File: config.mk
export PLATFORM = sky130hd
export DESIGN_NAME = gss_top
export DESIGN_NICKNAME = d
export VERILOG_FILES = /design/src/verilog/gss_gear_scaler.v /design/src/verilog/gss_top.v
export VERILOG_INCLUDE_DIRS = /design/src /design/src/include
export SDC_FILE = /design/constraint.sdc
export NUM_CORES = 1
export LEC_CHECK = 0
export ABC_CLOCK_PERIOD_IN_PS = 3400
export CORE_MARGIN = 3
export CORE_UTILIZATION = 45
export DETAILED_ROUTE_END_ITERATION = 16
export DONT_BUFFER_PORTS = 1
export SETUP_SLACK_MARGIN = 0.15
export SLEW_MARGIN = 20
export SYNTH_ARGS = -nofsm -noshare
export SYNTH_HDL_FRONTEND = slang
export SYNTH_SLANG_ARGS = --single-unit
File: constraint.sdc
create_clock -name i_clk -period 3.4 [get_ports i_clk]
set_clock_uncertainty 0.1 [all_clocks]
set_input_delay 0.34 -clock i_clk [delete_from_list [all_inputs] [get_ports i_clk]]
set_output_delay 0.34 -clock i_clk [all_outputs]
set_load 0.01 [all_outputs]
File: src/include/gss_defines.vh
// How it works
// - output pulses scale by numerator over denominator
// - 17-bit 32768, 20-bit 262144 pulses per revolution
// - one reference pulse moves one reference unit
// - preset speeds only for methods 3 to 6
// - otherwise P/PI and torque limit enables
// - select pattern picks speed one two three
// - both off: stop or fallback per method
// - direction input off forward, on reverse
// - contact inputs are active low
// - allocation mode 0 remaps inputs automatically
// - functions only usable when allocated
// - three preset speeds, 0 to 10000 rpm; registers accept any 16-bit value
// - clamp preset speed to motor maximum
// - select inputs may lag up to 2 ms
`ifndef GSS_DEFINES_VH
`define GSS_DEFINES_VH
`define GSS_OFF_METHOD    5'h00
`define GSS_OFF_NUM       5'h04
`define GSS_OFF_DEN       5'h08
`define GSS_OFF_SPD1      5'h0c
`define GSS_OFF_SPD2      5'h10
`define GSS_OFF_SPD3      5'h14
`define GSS_OFF_CFG       5'h18
`define GSS_OFF_STATUS    5'h1c
`define GSS_RST_METHOD    4'h0
`define GSS_RST_NUM       16'h0004
`define GSS_RST_DEN       16'h0001
`define GSS_RST_SPD1      16'h0064
`define GSS_RST_SPD2      16'h00c8
`define GSS_RST_SPD3      16'h012c
`define GSS_RST_ALLOC     4'h0
`define GSS_SPEED_MAX     16'h2710
`define GSS_ENC_PPR_17    32'h00008000
`define GSS_ENC_PPR_20    32'h00040000
`define GSS_SAMPLE_US     2000
`define GSS_CLK_MHZ       20
`define GSS_SAMPLE_CYC    (`GSS_SAMPLE_US * `GSS_CLK_MHZ)
// cfg register fields
`define GSS_CFG_ALLOC_LSB 0
`define GSS_CFG_MAP_BIT   4
`define GSS_CFG_ENC20_BIT 5
`define GSS_CFG_MAXS_LSB  16
`endif

File: src/verilog/gss_gear_scaler.v
`timescale 1ns/10ps
`include "gss_defines.vh"
module gss_gear_scaler #(
	parameter W = 16
) (
	// clock and reset
	input  wire         i_clk,
	input  wire         i_srst,
	// ratio and pulse in
	input  wire [W-1:0] i_num,
	input  wire [W-1:0] i_den,
	input  wire         i_pulse,
	// scaled pulse out
	output reg          o_pulse,
	output wire         o_busy
);
	reg [W:0]   acc_reg;
	reg [W-1:0] left_reg;
	// remainder kept between pulses so fraction is never lost
	wire [W:0]  sum = acc_reg + {1'b0, i_num};
	wire [W-1:0] den = (i_den == {W{1'b0}}) ? {{(W-1){1'b0}}, 1'b1} : i_den;
	assign o_busy = (left_reg != {W{1'b0}});
	// emits floor((acc+num)/den) pulses, one per cycle
	always @(posedge i_clk) begin
		if (i_srst) begin
			acc_reg  <= {(W+1){1'b0}};
			left_reg <= {W{1'b0}};
			o_pulse  <= 1'b0;
		end else begin
			o_pulse <= 1'b0;
			if (left_reg != {W{1'b0}}) begin
				// step only on a whole denominator, else stop and keep the rest
				if (acc_reg >= {1'b0, den}) begin
					o_pulse <= 1'b1;
					acc_reg <= acc_reg - {1'b0, den};
				end else begin
					left_reg <= {W{1'b0}};
				end
			end else if (i_pulse) begin
				acc_reg  <= sum;
				left_reg <= {{(W-1){1'b0}}, 1'b1};
			end
		end
	end
endmodule

File: src/verilog/gss_top.v
// Implementation choices: the placing of the registers and the AXI4-Lite slave port.
`timescale 1ns/10ps
`include "gss_defines.vh"
module gss_top #(
	parameter SAMPLE_CYC = `GSS_SAMPLE_CYC
) (
	// clock and reset
	input  wire        i_clk,
	input  wire        i_srst,
	// axi4-lite write address
	input  wire [4:0]  s_axi_awaddr,
	input  wire        s_axi_awvalid,
	output reg         s_axi_awready,
	// axi4-lite write data
	input  wire [31:0] s_axi_wdata,
	input  wire [3:0]  s_axi_wstrb,
	input  wire        s_axi_wvalid,
	output reg         s_axi_wready,
	// axi4-lite write response
	output reg  [1:0]  s_axi_bresp,
	output reg         s_axi_bvalid,
	input  wire        s_axi_bready,
	// axi4-lite read
	input  wire [4:0]  s_axi_araddr,
	input  wire        s_axi_arvalid,
	output reg         s_axi_arready,
	output reg  [31:0] s_axi_rdata,
	output reg  [1:0]  s_axi_rresp,
	output reg         s_axi_rvalid,
	input  wire        s_axi_rready,
	// host pins, contacts active low
	input  wire        i_ref_pulse,
	input  wire        i_rotation_direction_select_n,
	input  wire        i_fwd_limit_or_select_a_input_n,
	input  wire        i_rev_limit_or_select_b_input_n,
	// motor side outputs
	output reg         o_motor_step,
	output reg  [15:0] o_speed_ref,
	output reg         o_speed_reverse,
	output reg         o_preset_active,
	output reg  [1:0]  o_fallback_mode,
	output reg         o_pi_to_p,
	output reg         o_fwd_tlim_en,
	output reg         o_rev_tlim_en
);
	localparam [1:0] FB_ZERO = 2'h0, FB_ANALOG_SPD = 2'h1, FB_PULSE = 2'h2, FB_TORQUE = 2'h3;
	localparam [15:0] SCYC = SAMPLE_CYC[15:0];

	// registers
	reg [3:0]  control_method_select_reg;
	reg [15:0] gear_ratio_numerator_reg;
	reg [15:0] gear_ratio_denominator_reg;
	reg [15:0] preset_speed_one_reg;
	reg [15:0] preset_speed_two_reg;
	reg [15:0] preset_speed_three_reg;
	reg [3:0]  input_allocation_mode_reg;
	reg        manual_map_reg;
	reg        enc20_reg;
	reg [15:0] motor_max_reg;

	// pin synchronisers, two flops each
	reg [3:0] s1_reg;
	reg [3:0] s2_reg;
	always @(posedge i_clk) begin
		if (i_srst) begin
			// pulse idles low, contacts idle high: no false edge after reset
			s1_reg <= 4'h7;
			s2_reg <= 4'h7;
		end else begin
			s1_reg <= {i_ref_pulse, i_rotation_direction_select_n,
				i_fwd_limit_or_select_a_input_n, i_rev_limit_or_select_b_input_n};
			s2_reg <= s1_reg;
		end
	end
	// contacts are on when low
	wire dir_on = ~s2_reg[2];
	wire a_on   = ~s2_reg[1];
	wire b_on   = ~s2_reg[0];

	// reference pulse edge
	reg pulse_d_reg;
	always @(posedge i_clk) begin
		if (i_srst)
			pulse_d_reg <= 1'b0;
		else
			pulse_d_reg <= s2_reg[3];
	end
	wire pulse_rise = s2_reg[3] & ~pulse_d_reg;

	// gear scaler; pulses arriving while busy are dropped, host must pace them
	wire step_w;
	gss_gear_scaler #(.W(16)) u_gear (
		.i_clk   (i_clk),
		.i_srst  (i_srst),
		.i_num   (gear_ratio_numerator_reg),
		.i_den   (gear_ratio_denominator_reg),
		.i_pulse (pulse_rise),
		.o_pulse (step_w),
		.o_busy  ()
	);

	// select inputs sampled on a slow tick, latency up to 2 ms tolerated
	reg [15:0] tick_cnt_reg;
	reg        sa_reg;
	reg        sb_reg;
	always @(posedge i_clk) begin
		if (i_srst) begin
			tick_cnt_reg <= 16'h0000;
			sa_reg       <= 1'b0;
			sb_reg       <= 1'b0;
		end else if (tick_cnt_reg >= SCYC - 16'h0001) begin
			tick_cnt_reg <= 16'h0000;
			sa_reg       <= a_on;
			sb_reg       <= b_on;
		end else begin
			tick_cnt_reg <= tick_cnt_reg + 16'h0001;
		end
	end

	// mode decode
	wire method_preset = (control_method_select_reg >= 4'h3) &&
		(control_method_select_reg <= 4'h6);
	// automatic remap with mode 0, else only if software allocated the inputs
	wire mapped = (input_allocation_mode_reg == 4'h0) | manual_map_reg;
	wire preset = method_preset & mapped;

	// speed selection and clamp
	reg [15:0] sel_spd;
	reg [15:0] lim_spd;
	always @* begin
		case ({sa_reg, sb_reg})
			2'b01:   sel_spd = preset_speed_one_reg;
			2'b11:   sel_spd = preset_speed_two_reg;
			2'b10:   sel_spd = preset_speed_three_reg;
			default: sel_spd = 16'h0000;
		endcase
		lim_spd = (sel_spd > motor_max_reg) ? motor_max_reg : sel_spd;
	end

	// registered motor side outputs
	always @(posedge i_clk) begin
		if (i_srst) begin
			o_motor_step    <= 1'b0;
			o_speed_ref     <= 16'h0000;
			o_speed_reverse <= 1'b0;
			o_preset_active <= 1'b0;
			o_fallback_mode <= FB_ZERO;
			o_pi_to_p       <= 1'b0;
			o_fwd_tlim_en   <= 1'b0;
			o_rev_tlim_en   <= 1'b0;
		end else begin
			o_motor_step    <= step_w;
			o_preset_active <= preset & (sa_reg | sb_reg);
			if (preset) begin
				o_speed_ref     <= lim_spd;
				o_speed_reverse <= dir_on;
				o_pi_to_p       <= 1'b0;
				o_fwd_tlim_en   <= 1'b0;
				o_rev_tlim_en   <= 1'b0;
				case (control_method_select_reg)
					4'h4:    o_fallback_mode <= FB_ANALOG_SPD;
					4'h5:    o_fallback_mode <= FB_PULSE;
					4'h6:    o_fallback_mode <= FB_TORQUE;
					default: o_fallback_mode <= FB_ZERO;
				endcase
			end else begin
				o_speed_ref     <= 16'h0000;
				o_speed_reverse <= 1'b0;
				o_fallback_mode <= FB_ZERO;
				o_pi_to_p       <= dir_on;
				o_fwd_tlim_en   <= a_on;
				o_rev_tlim_en   <= b_on;
			end
		end
	end

	// axi write path: address and data latched in either order
	reg        aw_have_reg;
	reg        w_have_reg;
	reg [4:0]  aw_reg;
	reg [31:0] wd_reg;
	reg [3:0]  ws_reg;
	wire       do_wr = aw_have_reg & w_have_reg & ~s_axi_bvalid;
	wire [31:0] wm = {{8{ws_reg[3]}}, {8{ws_reg[2]}}, {8{ws_reg[1]}}, {8{ws_reg[0]}}};
	always @(posedge i_clk) begin
		if (i_srst) begin
			aw_have_reg   <= 1'b0;
			w_have_reg    <= 1'b0;
			aw_reg        <= 5'h00;
			wd_reg        <= 32'h00000000;
			ws_reg        <= 4'h0;
			s_axi_awready <= 1'b0;
			s_axi_wready  <= 1'b0;
			s_axi_bvalid  <= 1'b0;
			s_axi_bresp   <= 2'h0;
		end else begin
			s_axi_awready <= ~aw_have_reg & ~s_axi_awready & s_axi_awvalid;
			s_axi_wready  <= ~w_have_reg & ~s_axi_wready & s_axi_wvalid;
			if (s_axi_awvalid & s_axi_awready) begin
				aw_have_reg <= 1'b1;
				aw_reg      <= s_axi_awaddr;
			end
			if (s_axi_wvalid & s_axi_wready) begin
				w_have_reg <= 1'b1;
				wd_reg     <= s_axi_wdata;
				ws_reg     <= s_axi_wstrb;
			end
			if (do_wr) begin
				aw_have_reg  <= 1'b0;
				w_have_reg   <= 1'b0;
				s_axi_bvalid <= 1'b1;
				s_axi_bresp  <= (aw_reg[1:0] == 2'h0) ? 2'h0 : 2'h2;
			end else if (s_axi_bvalid & s_axi_bready) begin
				s_axi_bvalid <= 1'b0;
			end
		end
	end

	// register writes, byte lanes honoured; zero divisor is ignored
	wire [31:0] nv_num = ({16'h0000, gear_ratio_numerator_reg} & ~wm) | (wd_reg & wm);
	wire [31:0] nv_den = ({16'h0000, gear_ratio_denominator_reg} & ~wm) | (wd_reg & wm);
	always @(posedge i_clk) begin
		if (i_srst) begin
			control_method_select_reg  <= `GSS_RST_METHOD;
			gear_ratio_numerator_reg   <= `GSS_RST_NUM;
			gear_ratio_denominator_reg <= `GSS_RST_DEN;
			preset_speed_one_reg       <= `GSS_RST_SPD1;
			preset_speed_two_reg       <= `GSS_RST_SPD2;
			preset_speed_three_reg     <= `GSS_RST_SPD3;
			input_allocation_mode_reg  <= `GSS_RST_ALLOC;
			manual_map_reg             <= 1'b0;
			enc20_reg                  <= 1'b0;
			motor_max_reg              <= `GSS_SPEED_MAX;
		end else if (do_wr) begin
			case (aw_reg)
				`GSS_OFF_METHOD: if (ws_reg[0]) control_method_select_reg <= wd_reg[3:0];
				`GSS_OFF_NUM: if (nv_num[15:0] != 16'h0000)
					gear_ratio_numerator_reg <= nv_num[15:0];
				`GSS_OFF_DEN: if (nv_den[15:0] != 16'h0000)
					gear_ratio_denominator_reg <= nv_den[15:0];
				`GSS_OFF_SPD1: preset_speed_one_reg <= (preset_speed_one_reg & ~wm[15:0])
					| (wd_reg[15:0] & wm[15:0]);
				`GSS_OFF_SPD2: preset_speed_two_reg <= (preset_speed_two_reg & ~wm[15:0])
					| (wd_reg[15:0] & wm[15:0]);
				`GSS_OFF_SPD3: preset_speed_three_reg <= (preset_speed_three_reg & ~wm[15:0])
					| (wd_reg[15:0] & wm[15:0]);
				`GSS_OFF_CFG: begin
					if (ws_reg[0]) begin
						input_allocation_mode_reg <= wd_reg[`GSS_CFG_ALLOC_LSB +: 4];
						manual_map_reg            <= wd_reg[`GSS_CFG_MAP_BIT];
						enc20_reg                 <= wd_reg[`GSS_CFG_ENC20_BIT];
					end
					if (ws_reg[3] & ws_reg[2])
						motor_max_reg <= wd_reg[`GSS_CFG_MAXS_LSB +: 16];
				end
				default: ;
			endcase
		end
	end

	// axi read path, one cycle after address taken
	always @(posedge i_clk) begin
		if (i_srst) begin
			s_axi_arready <= 1'b0;
			s_axi_rvalid  <= 1'b0;
			s_axi_rdata   <= 32'h00000000;
			s_axi_rresp   <= 2'h0;
		end else begin
			s_axi_arready <= ~s_axi_arready & ~s_axi_rvalid & s_axi_arvalid;
			if (s_axi_arvalid & s_axi_arready) begin
				s_axi_rvalid <= 1'b1;
				s_axi_rresp  <= 2'h0;
				case (s_axi_araddr)
					`GSS_OFF_METHOD: s_axi_rdata <= {28'h0000000, control_method_select_reg};
					`GSS_OFF_NUM:    s_axi_rdata <= {16'h0000, gear_ratio_numerator_reg};
					`GSS_OFF_DEN:    s_axi_rdata <= {16'h0000, gear_ratio_denominator_reg};
					`GSS_OFF_SPD1:   s_axi_rdata <= {16'h0000, preset_speed_one_reg};
					`GSS_OFF_SPD2:   s_axi_rdata <= {16'h0000, preset_speed_two_reg};
					`GSS_OFF_SPD3:   s_axi_rdata <= {16'h0000, preset_speed_three_reg};
					`GSS_OFF_CFG:    s_axi_rdata <= {motor_max_reg, 10'h000, enc20_reg,
						manual_map_reg, input_allocation_mode_reg};
					`GSS_OFF_STATUS: s_axi_rdata <= {16'h0000, o_speed_ref[7:0],
						1'b0, o_fallback_mode, o_preset_active, o_speed_reverse,
						dir_on, sa_reg, sb_reg};
					default: begin
						s_axi_rdata <= 32'h00000000;
						s_axi_rresp <= 2'h2;
					end
				endcase
			end else if (s_axi_rvalid & s_axi_rready) begin
				s_axi_rvalid <= 1'b0;
			end
		end
	end
endmodule

==> metrics.txt <==
# TYPE chip_impl_metric gauge
chip_impl_info{name="crit_type",value="register to register"} 1
chip_impl_info{name="synth.most_common_cell",value="dfxtp_1"} 1
chip_impl_metric{name="clk_latency",unit="ns"} 0.54
chip_impl_metric{name="setup-tns-final",unit="ns"} 0
chip_impl_metric{name="fillers",unit=""} 2542
chip_impl_metric{name="yosys.cell_types.count",unit=""} 70
chip_impl_metric{name="antenna_violations_before_repair",unit=""} 0
chip_impl_metric{name="area_growth",unit="%"} 18.2
chip_impl_metric{name="routed_via_density",unit=""} 5.71
chip_impl_metric{name="post_cts_buffers",unit=""} 0
chip_impl_metric{name="grt_pass1_vias",unit=""} 10900
chip_impl_metric{name="grt_remaining_overflow",unit=""} 0
chip_impl_info{name="critical_path.cell_chain",value="ha_1, inv_1, fa_1, nor2b_1, o31a_1, o22ai_1, o21ai_0, or4b_2, a21o_1, a311oi_1"} 1
chip_impl_metric{name="power-per-cell-area",unit="mW/mm^2"} 476
chip_impl_metric{name="fp.dieH",unit="um"} 173
chip_impl_info{name="tritoncts_clock_tree",value="yes"} 1
chip_impl_info{name="synth_top_cell_by_area",value="dfxtp_1"} 1
chip_impl_metric{name="num_rows",unit=""} 60
chip_impl_metric{name="synth-edff-count",unit=""} 0
chip_impl_metric{name="cts_buffers",unit=""} 29
chip_impl_metric{name="timing_worst_slew_pin_value",unit="ns"} 0.915
chip_impl_metric{name="place.port_buffers",unit=""} 0
chip_impl_metric{name="gpl.final_weighted_congestion",unit=""} 0.916
chip_impl_metric{name="crit_fanout",unit=""} 4
chip_impl_info{name="synth_ff_type",value="dfxtp_1"} 1
chip_impl_metric{name="synth_cells",unit=""} 1514
chip_impl_metric{name="grt_usage",unit="%"} 24.6
chip_impl_metric{name="die_area",unit="sq mm"} 0.0300
chip_impl_metric{name="synth-seq-cells",unit=""} 258
chip_impl_metric{name="h_tree_levels",unit=""} 1
chip_impl_info{name="status",value="finished, final reports clean"} 1
chip_impl_metric{name="post_route_cells_drive_above_1_share",unit="%"} 8.45
chip_impl_metric{name="post_synth_mux_area_share",unit="%"} 8.38
chip_impl_metric{name="synthesis.area_per_instance",unit="sq um"} 8.31
chip_impl_metric{name="synthArstFlopShare",unit="%"} 0
chip_impl_info{name="timing.critical_path.from_type",value="register"} 1
chip_impl_metric{name="post_synth_and_or_nand_nor_area_fraction",unit="%"} 19.8
chip_impl_metric{name="worst_case_clock_buffer_depth",unit=""} 3
chip_impl_metric{name="setup_viol_count_final",unit=""} 0
chip_impl_metric{name="routed_wirelength",unit="mm"} 38.2
chip_impl_metric{name="synth_compound_gate_area_share",unit="%"} 19.1
chip_impl_metric{name="largest_net_degree_at_the_start_of_global_routing",unit=""} 164
chip_impl_metric{name="postPlaceCellArea",unit="sq mm"} 0.0130
chip_impl_info{name="grt_setup_unrepaired",value="yes"} 1
chip_impl_metric{name="ioPinCount",unit=""} 122
chip_impl_info{name="yosys-top-cells-count",value="258 x dfxtp_1, 230 x nand2_1, 155 x nor2_1"} 1
chip_impl_metric{name="clk_transition_reported_paths",unit="ns"} 0.06
chip_impl_metric{name="seq_area_frac_synth",unit="%"} 41.1
chip_impl_metric{name="drc",unit=""} 0
chip_impl_info{name="ys_top_cells_by_area",value="dfxtp_1 41%, nand2_1 6.9%, mux2i_1 6.7%"} 1
chip_impl_info{name="worst_setup_path_end_kind",value="register"} 1
chip_impl_metric{name="min_delay_path_depth",unit=""} 3
chip_impl_metric{name="drv_cap",unit=""} 0
chip_impl_metric{name="drv_slew",unit=""} 0
chip_impl_metric{name="final_antenna_net_count",unit=""} 0
chip_impl_metric{name="synth.top_cell.area_share",unit="%"} 41.1
chip_impl_metric{name="reg2regPathDepth",unit=""} 10
chip_impl_metric{name="timing.final.hold_violations",unit=""} 0
chip_impl_info{name="worst_path_max_delay_cell",value="or4b_2"} 1
chip_impl_metric{name="synth-xor-area-share",unit="%"} 2.16
chip_impl_metric{name="slowest_delay",unit="ns"} 0.65
chip_impl_metric{name="slew-limit-headroom",unit="%"} 39.0
chip_impl_info{name="largest_family_of_logic_cells_by_synthesized_area",value="simple AND/OR/NAND/NOR gates"} 1
chip_impl_metric{name="initial_core_util",unit="%"} 46.2
chip_impl_metric{name="dr.first_iter.drc_count",unit=""} 968
chip_impl_metric{name="cp.arrival",unit="ns"} 3.40
chip_impl_metric{name="stdcell_area",unit="sq mm"} 0.0149
chip_impl_info{name="cts-root-buf",value="clkbuf_16"} 1
chip_impl_metric{name="leakage",unit="nW"} 5.75
chip_impl_metric{name="layout.nets",unit=""} 1685
chip_impl_metric{name="synth.cell_area",unit="sq mm"} 0.0126
chip_impl_metric{name="ir_drop",unit="uV"} 468
chip_impl_metric{name="final.period_utilization",unit="%"} 90.3
chip_impl_metric{name="fmax",unit="MHz"} 326
chip_impl_metric{name="die-width",unit="um"} 173
chip_impl_metric{name="synth_adder_area_share",unit="%"} 5.19
chip_impl_metric{name="coreArea",unit="sq mm"} 0.0273
chip_impl_metric{name="detailed_place_hpwl",unit="mm"} 26.3
chip_impl_metric{name="global_route_wire_length_before_repair",unit="mm"} 60.3
chip_impl_metric{name="yosysWarningCount",unit=""} 0
chip_impl_metric{name="post_drt_wl_per_cell",unit="um"} 19.4
chip_impl_metric{name="drt-pass1-iter-count",unit=""} 5
chip_impl_metric{name="final_critical_path_time_including_i_o_delays_and_setup",unit="ns"} 3.07
chip_impl_metric{name="dr_total_vias",unit=""} 11200
chip_impl_metric{name="num_antenna_cells",unit=""} 0
chip_impl_metric{name="cts_num_sinks",unit=""} 258
chip_impl_metric{name="critPathRequiredTime",unit="ns"} 3.73
chip_impl_info{name="holdCritPathClass",value="input pin to register"} 1
==> routing by layer <==
layer	vias to the layer above	global-route usage [%]	part of all wire [%]
met5	-	0	0
met4	0	7.36	3.3
met3	87	5.21	7.7
met2	384	38.7	44
met1	5314	34.1	45
li1	5456	-	-
==> worst paths after layout <==
check                                            startpoint                 end  slack (ns)
worst max-delay path            gear_ratio_numerator_reg[0]  u_gear.acc_reg[14]        0.33
worst min-delay path                                 i_srst            register        0.09
worst max register to register  gear_ratio_numerator_reg[0]  u_gear.acc_reg[14]        0.33
worst min register to register                    s1_reg[0]           s2_reg[0]        0.31
==> cells by family (layout without fill, tap and decap cells) <==
family | after synthesis | after routing
AO/OA/AOI/OAI | 370 | 370
XOR/XNOR | 31 | 31
adder cells (fa/ha/maj) | 51 | 51
buffers and inverters | 137 | 220
flip-flops | 258 | 258
multiplexers | 103 | 103
other | 1 | 2
AND/OR/NAND/NOR | 563 | 563
==> worst max-delay path: cells and delay by family, from the launching register on <==
kind            cells  cell delay [ns]
compound gates      5             1.26
simple gates        2             0.72
fa+ha+maj           2             0.45
flops               1             0.36
buf+inv             1             0.08
==> cell type report <==
class	count	area (sq um)	area share [%]
multi-input cells	1120	6940	46.6
clock inverters	15	173	1.16
inverters	46	173	1.16
clock buffers	37	816	5.48
repair buffers	122	1150	7.71
well taps	372	465	3.13
flip-flops and latches	258	5160	34.7
==> stage by stage <==
| stage | power [mW] | std cells | setup WS (ns) | util (%) | hold WS, ns |
|---|---|---|---|---|---|
| finish | 7.08 | 1970 | 0.329 | 54.6 | 0.0851 |
| global route | 7.34 | 1970 | 0.133 | 54.6 | 0.0668 |
| CTS | 7.11 | 1970 | 0.210 | 54.5 | 0.0463 |
| detailed placement | 3.84 | 1833 | 0.231 | 47.7 | 0.295 |
| global placement | 3.84 | 1833 | 0.312 | 47.7 | 0.293 |
| floorplan | 3.71 | 1515 | 0.186 | - | 0.285 |
==> cell usage in the layout (no fill, tap or decap), types with 7 or more instances in the layout <==
cell           synthesis  routed
nand3_1               72      72
nand2b_1               9       9
xor2_1                15      15
nor2b_1               14      14
a22o_1                21      21
inv_1                 45      45
nand4_1                7       7
nand2_1              230     230
o21a_1                19      19
dfxtp_1              258     258
xnor2_1               16      16
dlygate4sd3_1          0      84
nor3_1                20      19
mux2_2                19      19
a21oi_1              146     146
clkbuf_16              0      29
mux2i_1               84      84
ha_1                  49      49
a31oi_1               20      20
nor2_1               155     155
o211ai_1               8       8
a211oi_1              14      14
buf_4                  2      37
a21o_1                15      15
a22oi_1               41      41
o21ai_0               35      35
or2_2                  8       8
==> power by group <==
part	leakage, nW	internal [mW]	switching (mW)	total (mW)
Clock	0.493	1.92	1.29	3.21
Combinational	3.17	0.315	0.427	0.742
Sequential	2.09	3.07	0.0519	3.12
==> timing repair <==
action / 4_1_cts / 5_1_grt
hold buffers: 85 / 0
setup endpoints to repair: 0 / 33
gates resized for setup: 0 / 3
endpoints found under the hold margin: 204 / 0
(Power assumes the default switching activity.)
